==> config.mk <==
export PLATFORM = sky130hd
export DESIGN_NAME = dar_top
export DESIGN_NICKNAME = d
export VERILOG_FILES = /design/src/hdl/dar_pkg.sv /design/src/hdl/dar_fifo.sv /design/src/hdl/dar_top.sv
export SDC_FILE = /design/constraint.sdc
export NUM_CORES = 1
export LEC_CHECK = 0
export BUFFER_PORTS_ARGS = -buffer_cell sky130_fd_sc_hd__buf_2
export CAP_MARGIN = 20
export CORE_MARGIN = 2
export CORE_UTILIZATION = 35
export CTS_BUF_LIST = sky130_fd_sc_hd__clkbuf_16
export DETAILED_ROUTE_END_ITERATION = 8
export GPL_ROUTABILITY_DRIVEN = 0
export HOLD_SLACK_MARGIN = 0.05
export PLACE_DENSITY_LB_ADDON = 0.05
export SLEW_MARGIN = 20
export SYNTH_ARGS = -nofsm -noshare
export SYNTH_HDL_FRONTEND = slang
export SYNTH_SLANG_ARGS = --single-unit
==> constraint.sdc <==
create_clock -name mclk -period 3.5 [get_ports mclk]
set_clock_uncertainty 0.15 [all_clocks]
set_input_delay 0.175 -clock mclk [delete_from_list [all_inputs] [get_ports mclk]]
set_output_delay 0.175 -clock mclk [all_outputs]
set_load 0.005 [all_outputs]
==> src/hdl/dar_pkg.sv <==
// Shared constants, types and register map of the dual converter readout
package dar_pkg;

  // ------------------------------------------------------------------
  // Word layout
  // ------------------------------------------------------------------
  localparam int ADC_BITS  = 12;
  localparam int WORD_BITS = 16;
  localparam logic [ADC_BITS-1:0] CODE_FLIP = 12'h800;
  localparam logic             ID_ADC_A  = 1'b0;
  localparam logic             ID_ADC_B  = 1'b1;
  localparam logic             LEAD_BIT  = 1'b0;

  // ------------------------------------------------------------------
  // Frame sequencing, in serial clock falling edges; EDGE_RANGE counts edges of both kinds
  // ------------------------------------------------------------------
  localparam logic [5:0] FALL_PPD_MIN = 6'h02;
  localparam logic [5:0] FALL_PPD_MAX = 6'h09;
  localparam logic [5:0] FALL_WORD    = 6'h10;
  localparam logic [5:0] FALL_END     = 6'h20;
  localparam logic [3:0] EDGE_RANGE   = 4'h8;

  // ------------------------------------------------------------------
  // Quiet time between frames
  // ------------------------------------------------------------------
  localparam int QUIET_NS  = 200;
  localparam int CLK_NS    = 4;
  localparam int QUIET_CYC = (QUIET_NS + CLK_NS - 1) / CLK_NS;
  localparam logic [5:0] QUIET_RST = 6'(QUIET_CYC);

  // ------------------------------------------------------------------
  // Result buffer
  // ------------------------------------------------------------------
  localparam int FIFO_WIDTH = 32;
  localparam int FIFO_DEPTH = 4;

  // ------------------------------------------------------------------
  // Register map (byte addresses) and fields
  // ------------------------------------------------------------------
  localparam int            ADDR_W   = 12;
  localparam logic [11:0]   OFF_CTRL = 12'h000;
  localparam logic [11:0]   OFF_STAT = 12'h004;
  localparam logic [11:0]   OFF_DATA = 12'h008;
  localparam int CTRL_CAP_BIT  = 0;
  localparam int STAT_OVF_BIT  = 0;
  localparam int STAT_QERR_BIT = 1;
  localparam int STAT_PPD_BIT  = 2;
  localparam int STAT_OE_BIT   = 3;
  localparam int STAT_ST_LSB   = 4;
  localparam int STAT_LVL_LSB  = 8;
  localparam logic CTRL_CAP_RST = 1'b0;

  typedef enum logic [1:0] {
    SEL_CTRL = 2'b00,
    SEL_STAT = 2'b01,
    SEL_DATA = 2'b10,
    SEL_NONE = 2'b11
  } dar_sel_e;

  typedef enum logic [1:0] {
    ST_IDLE = 2'b00,
    ST_CONV = 2'b01,
    ST_HOLD = 2'b10
  } dar_state_e;

  // Controls toward the analog converter pair
  typedef struct packed {
    logic start;
    logic step;
    logic chan;
    logic range;
    logic ref_ext;
    logic ppd;
  } dar_adc_ctl_s;

  // Held straight-binary samples from the analog converter pair
  typedef struct packed {
    logic [ADC_BITS-1:0] a;
    logic [ADC_BITS-1:0] b;
  } dar_adc_res_s;

endpackage : dar_pkg

==> src/hdl/dar_fifo.sv <==
// Small flip-flop FIFO holding completed result pairs
`timescale 1ns/1ns
module dar_fifo #(
  parameter int WIDTH = 32,
  parameter int DEPTH = 4,
  parameter int PW    = $clog2(DEPTH),
  parameter int CW    = $clog2(DEPTH + 1)
) (
  input  wire logic             mclk,
  input  wire logic             reset_n,
  input  wire logic             in_valid,
  output logic                  in_ready,
  input  wire logic [WIDTH-1:0] in_data,
  output logic                  out_valid,
  input  wire logic             out_ready,
  output logic [WIDTH-1:0]      out_data,
  output logic [CW-1:0]         level
);

  typedef struct packed {
    logic [DEPTH-1:0][WIDTH-1:0] mem;
    logic [PW-1:0]               wp;
    logic [PW-1:0]               rp;
    logic [CW-1:0]               count;
  } dar_fifo_s;

  dar_fifo_s q_ff;
  dar_fifo_s nxt_q;
  logic      do_push;
  logic      do_pop;

  assign in_ready  = (q_ff.count != CW'(DEPTH));
  assign out_valid = (q_ff.count != '0);
  assign out_data  = q_ff.mem[q_ff.rp];
  assign level     = q_ff.count;
  assign do_push   = in_valid & in_ready;
  assign do_pop    = out_valid & out_ready;

  always_comb begin
    nxt_q = q_ff;
    if (do_push) begin
      nxt_q.mem[q_ff.wp] = in_data;
      nxt_q.wp = (q_ff.wp == PW'(DEPTH - 1)) ? '0 : q_ff.wp + PW'(1);
    end
    if (do_pop) begin
      nxt_q.rp = (q_ff.rp == PW'(DEPTH - 1)) ? '0 : q_ff.rp + PW'(1);
    end
    case ({do_push, do_pop})
      2'b10:   nxt_q.count = q_ff.count + CW'(1);
      2'b01:   nxt_q.count = q_ff.count - CW'(1);
      default: nxt_q.count = q_ff.count;
    endcase
  end

  always_ff @(posedge mclk or negedge reset_n) begin
    if (!reset_n) begin
      q_ff <= '0;
    end else begin
      q_ff <= nxt_q;
    end
  end

endmodule : dar_fifo

==> src/hdl/dar_top.sv <==
// Serial frame control and readout of a dual sampling 12-bit converter
//
// Function
// Active-low frame select; its fall starts both conversions, opens frame.
// Range select level is caught at frame select fall for that conversion.
// Range low: range zero to reference, straight binary result.
// Range high: range zero to twice reference, two's complement result.
// Range changed by eighth serial clock edge flips coding, range kept.
// Output bits advance on serial clock falling edges.
// Converter A drives output A, converter B output B, together.
// Word is leading zero, three status bits, twelve data bits, MSB first.
// Sixteen more clocks with frame low shift the other converter's word.
// Serial clock alone paces the conversion steps.
// Channel select picks the same channel on both converters together.
// Channel select low converts channel 1, high converts channel 2.
// Reference select low uses internal reference, high external reference.
// Outputs float outside a frame, enabled only after frame select falls.
// Host waits 200 ns after a read before the next frame.
// Status bits name the converter whose result follows.
// After 32 clocks with frame low, outputs float on 32nd falling edge.
// Frame end between falling edges 2 and 9 aborts and powers down partly.
// Host keeps range and channel select steady around frame select fall.
`timescale 1ns/1ns
module dar_top
  import dar_pkg::*;
#(
  parameter int DEPTH = FIFO_DEPTH,
  parameter int LW    = $clog2(DEPTH + 1)
) (
  input  wire logic                mclk,
  input  wire logic                reset_n,
  input  wire logic                psel,
  input  wire logic                penable,
  input  wire logic                pwrite,
  input  wire logic [ADDR_W-1:0]   paddr,
  input  wire logic [31:0]         pwdata,
  output logic [31:0]              prdata,
  output logic                     pready,
  output logic                     pslverr,
  input  wire logic                cs_n,
  input  wire logic                sclk,
  input  wire logic                range_sel,
  input  wire logic                channel_select,
  input  wire logic                ref_select,
  output logic                     serial_out_a,
  output logic                     serial_oe_a,
  output logic                     serial_out_b,
  output logic                     serial_oe_b,
  output dar_adc_ctl_s             adc_ctl,
  input  wire dar_adc_res_s        adc_res
);

  // ------------------------------------------------------------------
  // State
  // ------------------------------------------------------------------
  typedef struct packed {
    dar_state_e           state;
    logic                 sclk_q;
    logic                 cs_q;
    logic [5:0]           falls;
    logic [3:0]           edges;
    logic [WORD_BITS-1:0] wa;
    logic [WORD_BITS-1:0] wb;
    logic [WORD_BITS-1:0] sh_a;
    logic [WORD_BITS-1:0] sh_b;
    logic                 range_cap;
    logic                 oe;
    logic [5:0]           quiet;
    logic                 quiet_err;
    logic                 ovf;
    logic                 cap_en;
    dar_adc_ctl_s         ctl;
    logic [31:0]          prdata;
  } dar_core_s;

  dar_core_s             q_ff;
  dar_core_s             nxt_q;
  logic                  cs_fall;
  logic                  cs_rise;
  logic                  sclk_fall;
  logic                  sclk_edge;
  logic                  apb_setup;
  logic                  apb_access;
  dar_sel_e              sel;
  logic                  push;
  logic [FIFO_WIDTH-1:0] push_data;
  logic                  buf_ready;
  logic                  buf_valid;
  logic                  buf_pop;
  logic [FIFO_WIDTH-1:0] buf_data;
  logic [LW-1:0]         buf_level;
  logic [ADC_BITS-1:0]   code_mask;
  logic [WORD_BITS-1:0]  flip_mask;
  logic [31:0]           stat_word;
  wire logic [1:0]       lane_out;
  wire logic [1:0]       lane_oe;

  function automatic dar_sel_e dar_decode(input logic [ADDR_W-1:0] a);
    dar_sel_e s;
    case (a)
      OFF_CTRL: s = SEL_CTRL;
      OFF_STAT: s = SEL_STAT;
      OFF_DATA: s = SEL_DATA;
      default:  s = SEL_NONE;
    endcase
    return s;
  endfunction : dar_decode

  // Shifter positions of the data MSB that are still unsent; the bit on
  // the pin is left alone so the pin only ever moves on a clock fall
  function automatic logic [WORD_BITS-1:0] dar_unsent(input logic [5:0] n);
    logic [WORD_BITS-1:0] m;
    m = WORD_BITS'({4'h0, CODE_FLIP} << n);
    m[WORD_BITS-1] = 1'b0;
    return m;
  endfunction : dar_unsent

  function automatic logic [WORD_BITS-1:0] dar_shift(
    input logic [WORD_BITS-1:0] w
  );
    return {w[WORD_BITS-2:0], 1'b0};
  endfunction : dar_shift

  // Two's complement differs from straight binary only in the MSB
  function automatic logic [ADC_BITS-1:0] dar_coding(input logic rg);
    return rg ? CODE_FLIP : '0;
  endfunction : dar_coding

  // ------------------------------------------------------------------
  // Pin events; pins are synchronous to mclk
  // ------------------------------------------------------------------
  assign cs_fall   = q_ff.cs_q & ~cs_n;
  assign cs_rise   = ~q_ff.cs_q & cs_n;
  assign sclk_fall = q_ff.sclk_q & ~sclk;
  assign sclk_edge = q_ff.sclk_q ^ sclk;

  // ------------------------------------------------------------------
  // Register bus
  // ------------------------------------------------------------------
  assign apb_setup  = psel & ~penable;
  assign apb_access = psel & penable;
  assign sel        = dar_decode(paddr);
  assign pready     = 1'b1;
  assign pslverr    = apb_access & (sel == SEL_NONE);
  assign prdata     = q_ff.prdata;
  // Head is latched at setup, popped at access, so a read sees one word
  assign buf_pop    = apb_access & ~pwrite & (sel == SEL_DATA);

  always_comb begin
    stat_word = '0;
    stat_word[STAT_OVF_BIT]  = q_ff.ovf;
    stat_word[STAT_QERR_BIT] = q_ff.quiet_err;
    stat_word[STAT_PPD_BIT]  = q_ff.ctl.ppd;
    stat_word[STAT_OE_BIT]   = q_ff.oe;
    stat_word[STAT_ST_LSB +: 2]  = q_ff.state;
    stat_word[STAT_LVL_LSB +: 8] = 8'(buf_level);
  end

  // ------------------------------------------------------------------
  // Pins out
  // ------------------------------------------------------------------
  // Lane 0 carries converter A then B, lane 1 converter B then A, in lockstep
  for (genvar g = 0; g < 2; g++) begin : g_lane
    if (g == 0) begin : g_a
      assign lane_out[g] = q_ff.sh_a[WORD_BITS-1];
    end else begin : g_b
      assign lane_out[g] = q_ff.sh_b[WORD_BITS-1];
    end
    // Both lanes float together whenever no frame holds them
    assign lane_oe[g] = q_ff.oe;
  end : g_lane

  assign serial_out_a = lane_out[0];
  assign serial_out_b = lane_out[1];
  assign serial_oe_a  = lane_oe[0];
  assign serial_oe_b  = lane_oe[1];
  assign adc_ctl      = q_ff.ctl;

  // Coding is fixed by the level caught at the frame start
  assign code_mask = dar_coding(range_sel);
  // A late coding change reaches only what has not reached the pin yet
  assign flip_mask = dar_unsent(q_ff.falls);

  // ------------------------------------------------------------------
  // Next state
  // ------------------------------------------------------------------
  always_comb begin
    nxt_q = q_ff;
    push = 1'b0;
    push_data = '0;
    nxt_q.sclk_q = sclk;
    nxt_q.cs_q = cs_n;
    nxt_q.ctl.start = 1'b0;
    nxt_q.ctl.step = 1'b0;
    nxt_q.ctl.ref_ext = ref_select;

    // Bus read data is taken in the setup cycle
    if (apb_setup) begin
      case (sel)
        SEL_CTRL: nxt_q.prdata = {31'h0000_0000, q_ff.cap_en};
        SEL_STAT: nxt_q.prdata = stat_word;
        SEL_DATA: nxt_q.prdata = buf_valid ? buf_data : 32'h0000_0000;
        default:  nxt_q.prdata = 32'h0000_0000;
      endcase
    end

    // Bus writes first, so hardware sets below win over a clear
    if (apb_access && pwrite) begin
      case (sel)
        SEL_CTRL: nxt_q.cap_en = pwdata[CTRL_CAP_BIT];
        SEL_STAT: begin
          if (pwdata[STAT_OVF_BIT]) begin
            nxt_q.ovf = 1'b0;
          end
          if (pwdata[STAT_QERR_BIT]) begin
            nxt_q.quiet_err = 1'b0;
          end
        end
        default: ;
      endcase
    end

    // Quiet time runs while the outputs float
    if (!q_ff.oe && q_ff.quiet != QUIET_RST) begin
      nxt_q.quiet = q_ff.quiet + 6'h01;
    end

    if (cs_fall) begin
      // A frame started too soon is still served, but flagged
      if (q_ff.quiet != QUIET_RST) begin
        nxt_q.quiet_err = 1'b1;
      end
      nxt_q.state = ST_CONV;
      nxt_q.falls = '0;
      nxt_q.edges = '0;
      nxt_q.range_cap = range_sel;
      nxt_q.ctl.range = range_sel;
      nxt_q.ctl.chan = channel_select;
      nxt_q.ctl.start = 1'b1;
      nxt_q.ctl.ppd = 1'b0;
      nxt_q.oe = 1'b1;
      nxt_q.wa = {LEAD_BIT, ID_ADC_A, channel_select, range_sel,
                  adc_res.a ^ code_mask};
      nxt_q.wb = {LEAD_BIT, ID_ADC_B, channel_select, range_sel,
                  adc_res.b ^ code_mask};
      nxt_q.sh_a = nxt_q.wa;
      nxt_q.sh_b = nxt_q.wb;
      // A frame select edge outranks a serial clock fall in one cycle
    end else if (cs_rise) begin
      if (q_ff.state == ST_CONV && q_ff.falls >= FALL_PPD_MIN &&
          q_ff.falls <= FALL_PPD_MAX) begin
        nxt_q.ctl.ppd = 1'b1;
      end
      nxt_q.state = ST_IDLE;
      nxt_q.oe = 1'b0;
      nxt_q.quiet = '0;
    end else if (q_ff.state == ST_CONV) begin
      if (sclk_edge && q_ff.edges != EDGE_RANGE) begin
        nxt_q.edges = q_ff.edges + 4'h1;
        if (nxt_q.edges == EDGE_RANGE && range_sel != q_ff.range_cap) begin
          nxt_q.wa = q_ff.wa ^ {4'h0, CODE_FLIP};
          nxt_q.wb = q_ff.wb ^ {4'h0, CODE_FLIP};
          nxt_q.sh_a = q_ff.sh_a ^ flip_mask;
          nxt_q.sh_b = q_ff.sh_b ^ flip_mask;
        end
      end
      if (sclk_fall) begin
        nxt_q.falls = q_ff.falls + 6'h01;
        if (q_ff.falls < FALL_WORD) begin
          nxt_q.ctl.step = 1'b1;
        end
        if (nxt_q.falls == FALL_END) begin
          nxt_q.oe = 1'b0;
          nxt_q.state = ST_HOLD;
          nxt_q.quiet = '0;
        end else if (nxt_q.falls == FALL_WORD) begin
          // Each pin now carries the other converter's word
          nxt_q.sh_a = nxt_q.wb;
          nxt_q.sh_b = nxt_q.wa;
          push = 1'b1;
          push_data = {nxt_q.wa, nxt_q.wb};
        end else begin
          nxt_q.sh_a = dar_shift(nxt_q.sh_a);
          nxt_q.sh_b = dar_shift(nxt_q.sh_b);
        end
      end
    end

    // A full buffer drops the pair; the serial pins are never stalled
    if (push && q_ff.cap_en && !buf_ready) begin
      nxt_q.ovf = 1'b1;
    end
  end

  // ------------------------------------------------------------------
  // Registers
  // ------------------------------------------------------------------
  always_ff @(posedge mclk or negedge reset_n) begin
    if (!reset_n) begin
      q_ff <= '0;
      q_ff.state <= ST_IDLE;
      // Edge detectors wake at the idle pin levels: no false edge
      q_ff.sclk_q <= 1'b1;
      q_ff.cs_q <= 1'b1;
      q_ff.quiet <= QUIET_RST;
      q_ff.cap_en <= CTRL_CAP_RST;
    end else begin
      q_ff <= nxt_q;
    end
  end

  // ------------------------------------------------------------------
  // Result buffer
  // ------------------------------------------------------------------
  dar_fifo #(
    .WIDTH (FIFO_WIDTH),
    .DEPTH (DEPTH)
  ) u_fifo (
    .mclk      (mclk),
    .reset_n   (reset_n),
    .in_valid  (push & q_ff.cap_en),
    .in_ready  (buf_ready),
    .in_data   (push_data),
    .out_valid (buf_valid),
    .out_ready (buf_pop),
    .out_data  (buf_data),
    .level     (buf_level)
  );

endmodule : dar_top

==> results by group <==
Setup path
  – Maximum fanout along the worst path: 55
  – Top delay family on crit path: simple AND/OR/NAND/NOR gates
  – Worst setup path startpoint: q_ff[123]$_DFF_PN1_
  – Reg2Reg Setup Slack: 370 ps
  – Type of origin of the critical path: flop
  – CP cell instances: inv_1 -> ha_1 -> or3b_1 -> nand2b_1 -> nor4_4 -> buf_4 -> nand4_2 -> buf_4 -> nand2_1 -> o21ai_0
  – Peak per-stage delay on the critical path: 530 ps
  – Worst EP arrival: roughly 3400 ps
  – Worst setup path category: reg2reg
  – Most frequent cell on the critical path: buf_4
  – Required time of the critical path: 3740 ps
  – Highest-delay cell along the critical path: dfstp_2
  – Worst path bufs/invs: 3
  – Worst r2r src: q_ff[123]$_DFF_PN1_
  – Crit end category: flop

Power and ir drop
  – Power density relative to cell area: between 400 and 500 nW/um^2
  – Leak: 5.796 nW
  – Peak VDD IR: ~0.00035 V

Yosys
  – FF+latch count, synth: 235
  – Area contributors post-synth: dfrtp_1, o21ai_0, nand2_1
  – Post-synthesis instance area: 11220 um^2
  – Cell type with the largest total area after synthesis: dfrtp_1
  – Number of synthesized flops with an enable pin: 0
  – Number of instances in the synthesized netlist: 1092
  – Synthesized net count: 1188
  – Share of the synthesized area in the top cell type: 0.5132
  – Unique masters post-synth: 58
  – Mean Syn Cell Area: 10.27 um^2
  – Sequential share of the synthesized area: 0.5249
  – Flip-flop cell with the highest count after synthesis: dfrtp_1
  – Warning count from the yosys run: 0
  – Library cell with the highest instance count after synthesis: nand2_1
  – List of most frequent post-synthesis cells: nand2_1, dfrtp_1, o21ai_0, clkbuf_1, buf_4
  – Async set-or-reset flop fraction in the synthesized netlist: 1.000

Placed design
  – # port buffers: 90
  – HPWL Detailed: 18670 um

Floorplan
  – Area of the die: ~33000 um^2
  – Die width: 183.0 um
  – Count of boundary I/O pins: 122
  – Placeable Area: 31560 um^2
  – Standard-cell rows: 65
  – Die Ht: 183.0 um
  – Initial Utilization: 0.3554

STA
  – Final count of pins violating max slew: 0
  – Final period utilization: 0.8957
  – Max_slew headroom: 0.4025
  – Count of final setup violators: 0
  – Post-Route Hold Slack: 84.49 ps
  – Unrepaired setup endpoints after global routing: false
  – Maximum achievable frequency: 319.0 MHz
  – Number of hold violations in the final report: 0
  – Summed negative setup slack over all endpoints: 0 ps
  – Clock period minus final worst setup slack: 3135 ps
  – Worst Max-Slew Pin Slew: 896.3 ps

Global routing
  – Maximum number of pins on one net before global-route repair: 64
  – Number of antenna violations at the first check in global routing: 0
  – Total routing resource utilization after global routing: 0.1762
  – Global-route wire length before repair: 46870 um
  – GRT overflow: 0
  – Via count of the first global-routing pass: a little over 8000

Layout
  – Share of layout cells above drive strength 1: 0.1902
  – Final antenna diode count: 0
  – Final layout net count: 1261
  – Area growth syn-to-layout: 16.23%

Routing
  – Average vias per placed instance: ~5
  – Number of remaining DRC errors: 0
  – Vias: 7914
  – Routed Wire Length: 28080 um
  – Average routed wire per standard cell: 17.71 um
  – First drt pass iteration count: 4
  – Remaining antenna violation count: 0
  – Number of design-rule violations left by the first detailed-router iteration: 300

Min path
  – Class of the most critical hold timing path: in2async

Clock tree
  – Clock tree from TritonCTS: yes
  – TritonCTS Buffers: 29
  – Total number of H-tree levels: 1
  – TritonCTS Sinks: 235
  – Latest clock arrival within the worst-skew pair: about 540 ps
  – Longest Clk Path Bufs: 3
  – Clock-pin slew reported for the worst setup and hold paths after clock tree synthesis: approximately 60 ps
  – Number of gates given a new drive strength after cts: 0
  – Clk Tree Root Cell: clkbuf_16

Job
  – Maxcap violations: 0

Status
  – Result of the run: finished clean
[state kept, by name, indices dropped and copies added (netlist names)]
| name | count |
|---|---|
| adc_ctl | 6 |
| prdata | 28 |
| q_ff | 80 |
| serial_out_a | 1 |
| serial_out_b | 1 |
| u_fifo.level | 3 |
| u_fifo.q_ff | 116 |
[power by group]
group	switching (mW)	internal, mW	total, mW
logic	0.360	0.303	0.663
registers	0.183	2.90	3.08
clock network	1.14	1.48	2.62
total	1.69	4.68	6.37
[layout by cell type, fill, tap and decap left out, types with 8 or more instances in the layout]
cell	count
o21ai_0	182
nand3_1	10
dfrtp_1	229
dlygate4sd3_1	37
a22oi_1	8
xnor2_1	9
mux2_2	27
and2_1	8
a2bb2oi_1	20
nand2_1	237
clkbuf_16	29
mux4_2	28
nor4_1	11
a21oi_1	13
ha_1	16
clkinv_1	10
inv_1	27
buf_4	23
nor2_1	27
buf_2	89
nor3_1	15
xor2_1	17
mux2i_1	26
[per-stage QoR]
stage               setup WS [ps]  power, mW  utilization  area, um^2  instances
floorplan                   338.0      3.502            -       11220       1092
global placement            380.8      3.764       0.3747       11830       1498
detailed placement          350.0      3.771       0.3747       11830       1498
CTS                         326.0      6.490       0.4131       13040       1585
global route                139.6      6.723       0.4131       13040       1585
finish                      365.1      6.368       0.4131       13040       1585
[per-layer routing]
layer | vias to the layer above | GRT usage | wire length (um)
li1 | 3915 | - | -
met1 | 3848 | 0.2643 | 14420
met2 | 115 | 0.2721 | 12250
met3 | 36 | 0.02264 | 840
met4 | 0 | 0.04000 | 565
met5 | - | 0 | 0
[cell families after synthesis]
group                    share of synthesized area
multiplexers                                0.1065
XOR/XNOR                                   0.02030
flip-flops                                  0.5249
AND/OR/NAND/NOR                             0.1357
other                                    0.0003344
adder cells (fa/ha/maj)                    0.02075
AO/OA/AOI/OAI                               0.1307
buffers and inverters                      0.06080
[final timing paths]
kind	to	cells past startpoint
setup / recovery	u_fifo.q_ff[117]$_DFFE_PN0P_	10
hold / removal	q_ff[123]$_DFF_PN1_	2
setup reg to reg	u_fifo.q_ff[117]$_DFFE_PN0P_	10
hold reg to reg	prdata[26]$_DFFE_PN0P_	2
max in group asynchronous	q_ff[104]$_DFFE_PN0P_	3
min in group mclk	adc_ctl[1]$_DFF_PN0_	2
[layout make-up]
type	instances	area [um^2]
Timing Repair Buffer	154	1091
Tap cell	402	503.0
Clock inverter	20	87.58
Sequential cell	235	5888
Multi-Input combinational cell	724	4662
Inverter	21	78.83
Clock buffer	29	725.7
Fill cell	3187	18520
[what timing repair did]
action,CTS,global route
setup buffers,0,0
endpoints found under the hold margin,300,0
hold buffers,38,0
Note: power is estimated with default switching activity, not from simulation.
